### config.mk
export PLATFORM = sky130hd
export DESIGN_NAME = ska_top
export DESIGN_NICKNAME = d
export VERILOG_FILES = /design/src/hw/ska_pkg.sv /design/src/hw/ska_scale.sv /design/src/hw/ska_top.sv
export SDC_FILE = /design/constraint.sdc
export NUM_CORES = 1
export LEC_CHECK = 0
export ABC_CLOCK_PERIOD_IN_PS = 6500
export BUFFER_PORTS_ARGS = -buffer_cell sky130_fd_sc_hd__buf_2
export CAP_MARGIN = 0
export CORE_ASPECT_RATIO = 1.2
export CORE_MARGIN = 4
export CORE_UTILIZATION = 50
export DETAILED_ROUTE_END_ITERATION = 6
export PLACE_DENSITY = 0.79
export SYNTH_ARGS = -nofsm -noshare
export SYNTH_HDL_FRONTEND = slang
export SYNTH_HIERARCHICAL = 1
export SYNTH_SLANG_ARGS = --single-unit
### constraint.sdc
create_clock -name core_clk -period 6.5 [get_ports core_clk]
set_input_delay 0.325 -clock core_clk [delete_from_list [all_inputs] [get_ports core_clk]]
set_output_delay 0.325 -clock core_clk [all_outputs]
set_load 0.005 [all_outputs]
### src/hw/ska_pkg.sv
// Purpose: Constants and types for the shaped keying amplitude path
// Assumes: Registers reached through a byte-wide buffered write/read port
// Notes: Buffer contents move to the active bank on an update strobe
// Function
// - Keying enable low bypasses multipliers; both paths at full scale.
// - Internal ramp select high uses linear ramp; low uses shape registers.
// - Separate 12-bit I and Q scale registers at offsets 21 to 24 hex.
// - Programmable 8-bit ramp-rate down-counter emits a pulse at zero.
// - Each ramp pulse steps a 12-bit amplitude counter feeding the multiplier.
// - Zero scales to zero, all ones to 4095/4096, proportional between.
// - Ramp-rate count below three stalls counter; scale holds constant.
// - Pulse interval is N plus one system clock periods.
// - Full ramp from zero to full scale takes 4095 pulses.
// - Keying pin high ramps up and holds; low ramps down to zero.
// - Sine drives the Q path, cosine drives the I path.
// - Converter power-down bit high powers down both DACs.
// - Q source bit high feeds Q DAC from user two's-complement data.
// - Auxiliary Q data written through the port into the Q DAC register.
// - Q DAC power-down bit powers down Q DAC independently.
// - Inverse sinc applies to both DACs except Q in auxiliary mode.
// - Inverse sinc engaged after reset; bypassed when bypass bit high.
// - Clock multiplier supports 4 to 20 via a five-bit field.
// - PLL bypass selects reference clock, else multiplier output.
// - Multiplier field is plain unsigned binary, 4 through 20.
// - Writes land in a buffer; update strobe moves them to active bank.
package ska_pkg;
  localparam int SKA_AW = 6;
  localparam int SKA_SW = 12;
  localparam int SKA_RW = 8;
  localparam logic [SKA_AW-1:0] SKA_ADDR_PD = 6'h1d;
  localparam logic [SKA_AW-1:0] SKA_ADDR_CLK = 6'h1e;
  localparam logic [SKA_AW-1:0] SKA_ADDR_SRC = 6'h1f;
  localparam logic [SKA_AW-1:0] SKA_ADDR_CTL = 6'h20;
  localparam logic [SKA_AW-1:0] SKA_ADDR_IHI = 6'h21;
  localparam logic [SKA_AW-1:0] SKA_ADDR_ILO = 6'h22;
  localparam logic [SKA_AW-1:0] SKA_ADDR_QHI = 6'h23;
  localparam logic [SKA_AW-1:0] SKA_ADDR_QLO = 6'h24;
  localparam logic [SKA_AW-1:0] SKA_ADDR_RATE = 6'h25;
  localparam logic [SKA_AW-1:0] SKA_ADDR_AUXHI = 6'h26;
  localparam logic [SKA_AW-1:0] SKA_ADDR_AUXLO = 6'h27;
  localparam logic [SKA_AW-1:0] SKA_ADDR_AMPLO = 6'h28;
  localparam logic [SKA_AW-1:0] SKA_ADDR_AMPHI = 6'h29;
  localparam int SKA_BIT_QPD = 2;
  localparam int SKA_BIT_BOTHPD = 4;
  localparam int SKA_BIT_PLLRANGE = 6;
  localparam int SKA_BIT_PLLBYP = 5;
  localparam int SKA_BIT_QSRC = 0;
  localparam int SKA_BIT_SINCBYP = 6;
  localparam int SKA_BIT_KEYEN = 5;
  localparam int SKA_BIT_INTRAMP = 4;
  localparam logic [4:0] SKA_MULT_MIN = 5'h04;
  localparam logic [4:0] SKA_MULT_MAX = 5'h14;
  localparam logic [4:0] SKA_MULT_RST = 5'h04;
  localparam logic [SKA_RW-1:0] SKA_RATE_MIN = 8'h03;
  localparam logic [SKA_SW-1:0] SKA_FULL = 12'hfff;
  localparam logic [SKA_SW-1:0] SKA_ZERO = 12'h000;

  typedef struct packed {
    logic both_converters_powerdown;
    logic q_powerdown;
    logic [4:0] mult_value;
    logic pll_range;
    logic pll_bypass;
    logic quad_dac_source_select;
    logic sinc_bypass;
    logic keying_enable;
    logic internal_ramp_select;
    logic [SKA_SW-1:0] i_amplitude_scale;
    logic [SKA_SW-1:0] q_amplitude_scale;
    logic [SKA_RW-1:0] ramp_rate;
    logic [SKA_SW-1:0] q_dac_aux_value;
  } ska_bank_t;

  typedef struct packed {
    logic [SKA_SW-1:0] i_data;
    logic [SKA_SW-1:0] q_data;
    logic i_powerdown;
    logic q_powerdown;
    logic i_sinc_on;
    logic q_sinc_on;
  } ska_dac_t;
endpackage : ska_pkg

### src/hw/ska_scale.sv
// Purpose: Scales a signed sample by a 12-bit fraction of 4096
// Assumes: Sample is two's complement
// Notes: Registered output
`timescale 1ns/1ps
module ska_scale #(
  parameter int W = 12
) (
  input wire logic core_clk,
  input wire logic rstn,
  input wire logic clk_en,
  input wire logic [W-1:0] sample,
  input wire logic [W-1:0] factor,
  input wire logic bypass,
  output logic [W-1:0] result
);
  logic signed [2*W:0] prod;
  assign prod = $signed(sample) * $signed({1'b0, factor});
  always_ff @(posedge core_clk or negedge rstn) begin
    if (!rstn) begin
      result <= '0;
    end else if (clk_en) begin
      if (bypass) begin
        result <= sample;
      end else begin
        result <= prod[2*W-1:W];
      end
    end
  end
endmodule : ska_scale

### src/hw/ska_top.sv
// Purpose: Shaped keying amplitude path, Q DAC source and clock config
// Assumes: Register port and update strobe are synchronous to core_clk
// Notes: Keying pin is asynchronous and is synchronised
`timescale 1ns/1ps
module ska_top (
  input wire logic core_clk,
  input wire logic rstn,
  input wire logic clk_en,
  input wire logic wr_en,
  input wire logic rd_en,
  input wire logic [ska_pkg::SKA_AW-1:0] addr,
  input wire logic [7:0] wdata,
  output logic [7:0] rdata,
  input wire logic update,
  input wire logic keying_pin,
  input wire logic [ska_pkg::SKA_SW-1:0] dds_sine,
  input wire logic [ska_pkg::SKA_SW-1:0] dds_cosine,
  output ska_pkg::ska_dac_t dac_out,
  output logic [4:0] mult_value,
  output logic pll_range,
  output logic sysclk_from_ref,
  output logic [ska_pkg::SKA_SW-1:0] amp_count
);
  import ska_pkg::*;

  ska_bank_t buf_r;
  ska_bank_t act_r;
  logic key_s1_r;
  logic key_s2_r;
  logic [SKA_RW-1:0] rate_cnt_r;
  logic ramp_pulse;
  logic [SKA_SW-1:0] amp_r;
  logic [SKA_SW-1:0] i_fac;
  logic [SKA_SW-1:0] q_fac;
  logic [SKA_SW-1:0] i_scaled;
  logic [SKA_SW-1:0] q_scaled;
  logic mult_bypass;
  logic [4:0] mult_clip;
  logic [7:0] rd_nxt;

  // Buffer writes
  always_ff @(posedge core_clk or negedge rstn) begin
    if (!rstn) begin
      buf_r <= '0;
      buf_r.mult_value <= SKA_MULT_RST;
    end else if (clk_en && wr_en) begin
      case (addr)
        SKA_ADDR_PD: begin
          buf_r.both_converters_powerdown <= wdata[SKA_BIT_BOTHPD];
          buf_r.q_powerdown <= wdata[SKA_BIT_QPD];
        end
        SKA_ADDR_CLK: begin
          buf_r.pll_range <= wdata[SKA_BIT_PLLRANGE];
          buf_r.pll_bypass <= wdata[SKA_BIT_PLLBYP];
          buf_r.mult_value <= wdata[4:0];
        end
        SKA_ADDR_SRC: buf_r.quad_dac_source_select <= wdata[SKA_BIT_QSRC];
        SKA_ADDR_CTL: begin
          buf_r.sinc_bypass <= wdata[SKA_BIT_SINCBYP];
          buf_r.keying_enable <= wdata[SKA_BIT_KEYEN];
          buf_r.internal_ramp_select <= wdata[SKA_BIT_INTRAMP];
        end
        SKA_ADDR_IHI: buf_r.i_amplitude_scale[SKA_SW-1:8] <= wdata[3:0];
        SKA_ADDR_ILO: buf_r.i_amplitude_scale[7:0] <= wdata;
        SKA_ADDR_QHI: buf_r.q_amplitude_scale[SKA_SW-1:8] <= wdata[3:0];
        SKA_ADDR_QLO: buf_r.q_amplitude_scale[7:0] <= wdata;
        SKA_ADDR_RATE: buf_r.ramp_rate <= wdata;
        SKA_ADDR_AUXHI: buf_r.q_dac_aux_value[SKA_SW-1:8] <= wdata[3:0];
        SKA_ADDR_AUXLO: buf_r.q_dac_aux_value[7:0] <= wdata;
        default: ;
      endcase
    end
  end

  // Update moves buffer into active bank
  always_ff @(posedge core_clk or negedge rstn) begin
    if (!rstn) begin
      act_r <= '0;
      act_r.mult_value <= SKA_MULT_RST;
    end else if (clk_en && update) begin
      act_r <= buf_r;
    end
  end

  // Readback of buffer and amplitude counter
  always_comb begin
    rd_nxt = 8'h00;
    case (addr)
      SKA_ADDR_PD: begin
        rd_nxt[SKA_BIT_BOTHPD] = buf_r.both_converters_powerdown;
        rd_nxt[SKA_BIT_QPD] = buf_r.q_powerdown;
      end
      SKA_ADDR_CLK: begin
        rd_nxt[SKA_BIT_PLLRANGE] = buf_r.pll_range;
        rd_nxt[SKA_BIT_PLLBYP] = buf_r.pll_bypass;
        rd_nxt[4:0] = buf_r.mult_value;
      end
      SKA_ADDR_SRC: rd_nxt[SKA_BIT_QSRC] = buf_r.quad_dac_source_select;
      SKA_ADDR_CTL: begin
        rd_nxt[SKA_BIT_SINCBYP] = buf_r.sinc_bypass;
        rd_nxt[SKA_BIT_KEYEN] = buf_r.keying_enable;
        rd_nxt[SKA_BIT_INTRAMP] = buf_r.internal_ramp_select;
      end
      SKA_ADDR_IHI: rd_nxt[3:0] = buf_r.i_amplitude_scale[SKA_SW-1:8];
      SKA_ADDR_ILO: rd_nxt = buf_r.i_amplitude_scale[7:0];
      SKA_ADDR_QHI: rd_nxt[3:0] = buf_r.q_amplitude_scale[SKA_SW-1:8];
      SKA_ADDR_QLO: rd_nxt = buf_r.q_amplitude_scale[7:0];
      SKA_ADDR_RATE: rd_nxt = buf_r.ramp_rate;
      SKA_ADDR_AUXHI: rd_nxt[3:0] = buf_r.q_dac_aux_value[SKA_SW-1:8];
      SKA_ADDR_AUXLO: rd_nxt = buf_r.q_dac_aux_value[7:0];
      SKA_ADDR_AMPLO: rd_nxt = amp_r[7:0];
      SKA_ADDR_AMPHI: rd_nxt[3:0] = amp_r[SKA_SW-1:8];
      default: rd_nxt = 8'h00;
    endcase
  end

  always_ff @(posedge core_clk or negedge rstn) begin
    if (!rstn) begin
      rdata <= 8'h00;
    end else if (clk_en && rd_en) begin
      rdata <= rd_nxt;
    end
  end

  // Keying pin synchroniser
  always_ff @(posedge core_clk or negedge rstn) begin
    if (!rstn) begin
      key_s1_r <= 1'b0;
      key_s2_r <= 1'b0;
    end else if (clk_en) begin
      key_s1_r <= keying_pin;
      key_s2_r <= key_s1_r;
    end
  end

  // Ramp-rate down-counter
  assign ramp_pulse = (act_r.ramp_rate >= SKA_RATE_MIN) && (rate_cnt_r == 8'h00);
  always_ff @(posedge core_clk or negedge rstn) begin
    if (!rstn) begin
      rate_cnt_r <= 8'h00;
    end else if (clk_en) begin
      if (act_r.ramp_rate < SKA_RATE_MIN) begin
        rate_cnt_r <= rate_cnt_r;
      end else if (rate_cnt_r == 8'h00) begin
        rate_cnt_r <= act_r.ramp_rate;
      end else begin
        rate_cnt_r <= rate_cnt_r - 8'h01;
      end
    end
  end

  // Amplitude up/down counter
  always_ff @(posedge core_clk or negedge rstn) begin
    if (!rstn) begin
      amp_r <= SKA_ZERO;
    end else if (clk_en && ramp_pulse) begin
      if (key_s2_r && amp_r != SKA_FULL) begin
        amp_r <= amp_r + 12'h001;
      end else if (!key_s2_r && amp_r != SKA_ZERO) begin
        amp_r <= amp_r - 12'h001;
      end
    end
  end

  // Scale source selection
  assign mult_bypass = !act_r.keying_enable;
  assign i_fac = act_r.internal_ramp_select ? amp_r : act_r.i_amplitude_scale;
  assign q_fac = act_r.internal_ramp_select ? amp_r : act_r.q_amplitude_scale;

  ska_scale #(.W(SKA_SW)) u_scale_i (
    .core_clk(core_clk),
    .rstn(rstn),
    .clk_en(clk_en),
    .sample(dds_cosine),
    .factor(i_fac),
    .bypass(mult_bypass),
    .result(i_scaled)
  );

  ska_scale #(.W(SKA_SW)) u_scale_q (
    .core_clk(core_clk),
    .rstn(rstn),
    .clk_en(clk_en),
    .sample(dds_sine),
    .factor(q_fac),
    .bypass(mult_bypass),
    .result(q_scaled)
  );

  // DAC outputs
  always_ff @(posedge core_clk or negedge rstn) begin
    if (!rstn) begin
      dac_out <= '0;
    end else if (clk_en) begin
      dac_out.i_data <= i_scaled;
      dac_out.q_data <= act_r.quad_dac_source_select ? act_r.q_dac_aux_value : q_scaled;
      dac_out.i_powerdown <= act_r.both_converters_powerdown;
      dac_out.q_powerdown <= act_r.both_converters_powerdown | act_r.q_powerdown;
      dac_out.i_sinc_on <= !act_r.sinc_bypass;
      dac_out.q_sinc_on <= !act_r.sinc_bypass && !act_r.quad_dac_source_select;
    end
  end

  // Clock multiplier configuration
  always_comb begin
    if (act_r.mult_value < SKA_MULT_MIN) begin
      mult_clip = SKA_MULT_MIN;
    end else if (act_r.mult_value > SKA_MULT_MAX) begin
      mult_clip = SKA_MULT_MAX;
    end else begin
      mult_clip = act_r.mult_value;
    end
  end

  always_ff @(posedge core_clk or negedge rstn) begin
    if (!rstn) begin
      mult_value <= SKA_MULT_RST;
      pll_range <= 1'b0;
      sysclk_from_ref <= 1'b0;
      amp_count <= SKA_ZERO;
    end else if (clk_en) begin
      mult_value <= mult_clip;
      pll_range <= act_r.pll_range;
      sysclk_from_ref <= act_r.pll_bypass;
      amp_count <= amp_r;
    end
  end
endmodule : ska_top

==> results.tsv <==
metric	value	unit
Slew Limit Fails	0	
unrepaired setup endpoints after global routing	no	
static leakage	10.6	nW
Die X-Extent	188	um
gr ovfl total	0	
EDFF count, synth	0	
Initial Util	50.5	%
Cell Area, Synth	19500	um2
peak supply drop	0.229	mV
top_reg_cell synth	dfrtp_1	
Layout area overhead	9.71	%
Tmin final	6.12	ns
global-route wire length before repair	80100	um
num ports	100	
gpl congestion	0.919	
syn avg cell area	9.75	um2
commonest non-fill, non-tap cell in the layout	inv_1	
fill count	3262	
clock-pin slew on the worst setup and hold paths	0.06	ns
drt total wl	48800	um
drc violations	0	
hold crit path type	primary input to register	
DR WL/cell	18.7	um
post-route setup slack	0.377	ns
Core Rows	79	
crit end category	register	
Worst slew margin	36.2	%
TritonRoute pass-1 iters	7	
# setup viols final	0	
initial antenna violation count	0	
flops & latches, synth	215	
Setup Buffers After CTS	0	
Max Cap Violations	0	
status	completed	
DP HPWL	37600	um
Clock Sinks	215	
# H-tree levels	1	
CTS Root Cell	clkbuf_16	
Final TNS setup	0	ns
insertion delay to the later sink of the worst-skew pair	0.52	ns
commonest non-fill, non-tap cells in the layout	339 x inv_1, 235 x nand2_1, 211 x dfrtp_1, 199 x fa_1	
Routed Antenna Nets	0	
Critical-path top delay cell	fa_1	
vias in the first global route	15800	
Final Hold Fails	0	
Final #Nets	2467	
vias per inst	5.59	
input/output buffers	99	
routed via count	14600	
total CTS buffers	22	
final worst-path cycle share	94.2	%
Unique masters post-synth	86	
Die Footprint	42200	um2
antenna cells	0	
Post-Syn Nets	2395	
post-synthesis instance total	2001	
Least-Margin Pin Slew	0.957	ns
fmax	163	MHz
Max clock buf depth	3	
Critical Path, Cell by Cell	buf_4 > nand2_1 > o21ai_0 > buf_4 > nand2_1 > fa_1 > fa_1 > fa_1 > inv_1 > fa_1 > inv_1 > fa_1 > inv_1 > ha_1 > a211oi_1 > o311ai_0 > a221oi_2 > o21ai_2 > a21oi_1 > nor4b_1 > or3_1	
core footprint	38600	um2
crit-path max FO	26	
Worst Skew	0.0256	ns
critical path class	register to register	
Worst EP arrival	6.52	ns
Yosys warnings	6	
Setup WS pre-CTS	0.313	ns
CP dominant cell by count	fa_1	
asr flop ratio synth	100	%
pwr/cell area	293	nW/um2
crit start category	register	
max incr delay on CP	0.57	ns
die height	224	um
GRT Resource Usage Total	23.2	%
Tot Pwr	6.27	mW
Iter 0 DRT Violations	887	
layout cells sized above 1	17.5	%
largest net degree at the start of global routing	116	
register area share after synthesis	27.6	%
Crit path required time	6.90	ns
CTS tree	done	
area by class of cell:
cell class | instances | area (um2) | share of cell area, %
sequential | 215 | 5390 | 25.2
tap | 526 | 658 | 3.08
inverter | 341 | 1280 | 5.98
multi-input combinational | 1351 | 12500 | 58.2
clock buffer | 31 | 624 | 2.92
clock inverter | 8 | 154 | 0.719
timing repair buffer | 142 | 833 | 3.89
stage by stage:
| stage | area (um2) | utilization (%) | hold slack, ns | instances |
|---|---|---|---|---|
| 6_report | 21400 | 55.4 | 0.0480 | 2614 |
| 5_1_grt | 21400 | 55.4 | 0.0449 | 2614 |
| 4_1_cts | 21400 | 55.4 | 0.0323 | 2614 |
| 3_5_place_dp | 20600 | 53.3 | 0.459 | 2574 |
| 3_3_place_gp | 20600 | 53.3 | 0.454 | 2574 |
| 2_1_floorplan | 19500 | - | 0.0294 | 2001 |
worst paths after layout:
path | slack (ns) | end | cells past startpoint | from
worst min-delay path | 0.05 | key_s1_r | 2 | keying_pin
worst max register to register | 0.38 | u_scale_i/result[5] | 21 | act_r[44]
worst min register to register | 0.49 | key_s2_r | 2 | key_s1_r
worst max-delay path | 0.38 | u_scale_i/result[5] | 21 | act_r[44]
min in group asynchronous | 0.48 | dac_out[2] | 2 | rstn
max in group asynchronous | 4.76 | act_r[44] | 3 | rstn
cell usage after synthesis (9+ instances only):
library cell  instances  area, um2
xnor2_1              17        149
fa_1                199       3980
o221ai_1              9       78.8
ha_1                150       1880
mux2_2              150       1690
o21ai_0              64        320
nand2b_1             20        125
mux2i_1              24        240
buf_2                13       65.1
and2_1               83        519
nor3_1               18       90.1
clkbuf_1             75        282
a21o_1               11       82.6
inv_1               339       1270
nor2_1               91        342
a31oi_1              17        106
nor2b_1              10       62.6
xor2_1               20        175
a21oi_1              69        345
nand3_1              25        125
dfrtp_1             212       5310
nand2_1             236        886
timing repair:
action / CTS / global route
hold buffers: 1 / 0
endpoints found under the hold margin: 110 / 0
resized for setup: 0 / 3
endpoints found under the setup margin: 0 / 4
flip-flops by register name (all words and copies together) (netlist names), 12 cells and up:
signal            cells
amp_r                12
amp_count            12
u_scale_q/result     12
u_scale_i/result     12
buf_r                57
act_r                57
dac_out              28
critical path: cells and delay by family, from the launching register on:
kind,cells,cell delay (ns)
DFF,1,0.45
adders and majority gates,6,2.90
AOI/OAI and AO/OA,6,1.39
buffers and inverters,5,0.62
and+or+nand+nor,4,0.64
power by group:
part           switching, mW  internal, mW  total [mW]
clock                  0.527         0.830        1.36
sequential             0.182          1.55        1.73
combinational           1.89          1.29        3.19
routing by layer:
| layer | global-route usage (%) | routed length (um) | vias to the layer above |
|---|---|---|---|
| li1 | - | - | 6626 |
| met1 | 27.3 | 18400 | 7332 |
| met4 | 11.5 | 2540 | 0 |
| met2 | 42.2 | 25500 | 488 |
| met3 | 2.75 | 2350 | 171 |
| met5 | 0 | 0 | - |
kinds of logic (layout without fill, tap and decap cells):
logic type / after synthesis / in the layout / synth area share, %
flops: 215 / 215 / 27.6
compound gates: 251 / 251 / 8.57
xor+xnor: 37 / 37 / 1.66
mux: 177 / 177 / 10.2
buf+inv: 435 / 522 / 8.51
fa+ha+maj: 349 / 349 / 30.0
simple gates: 537 / 537 / 13.4
(Power assumes the default switching activity.)
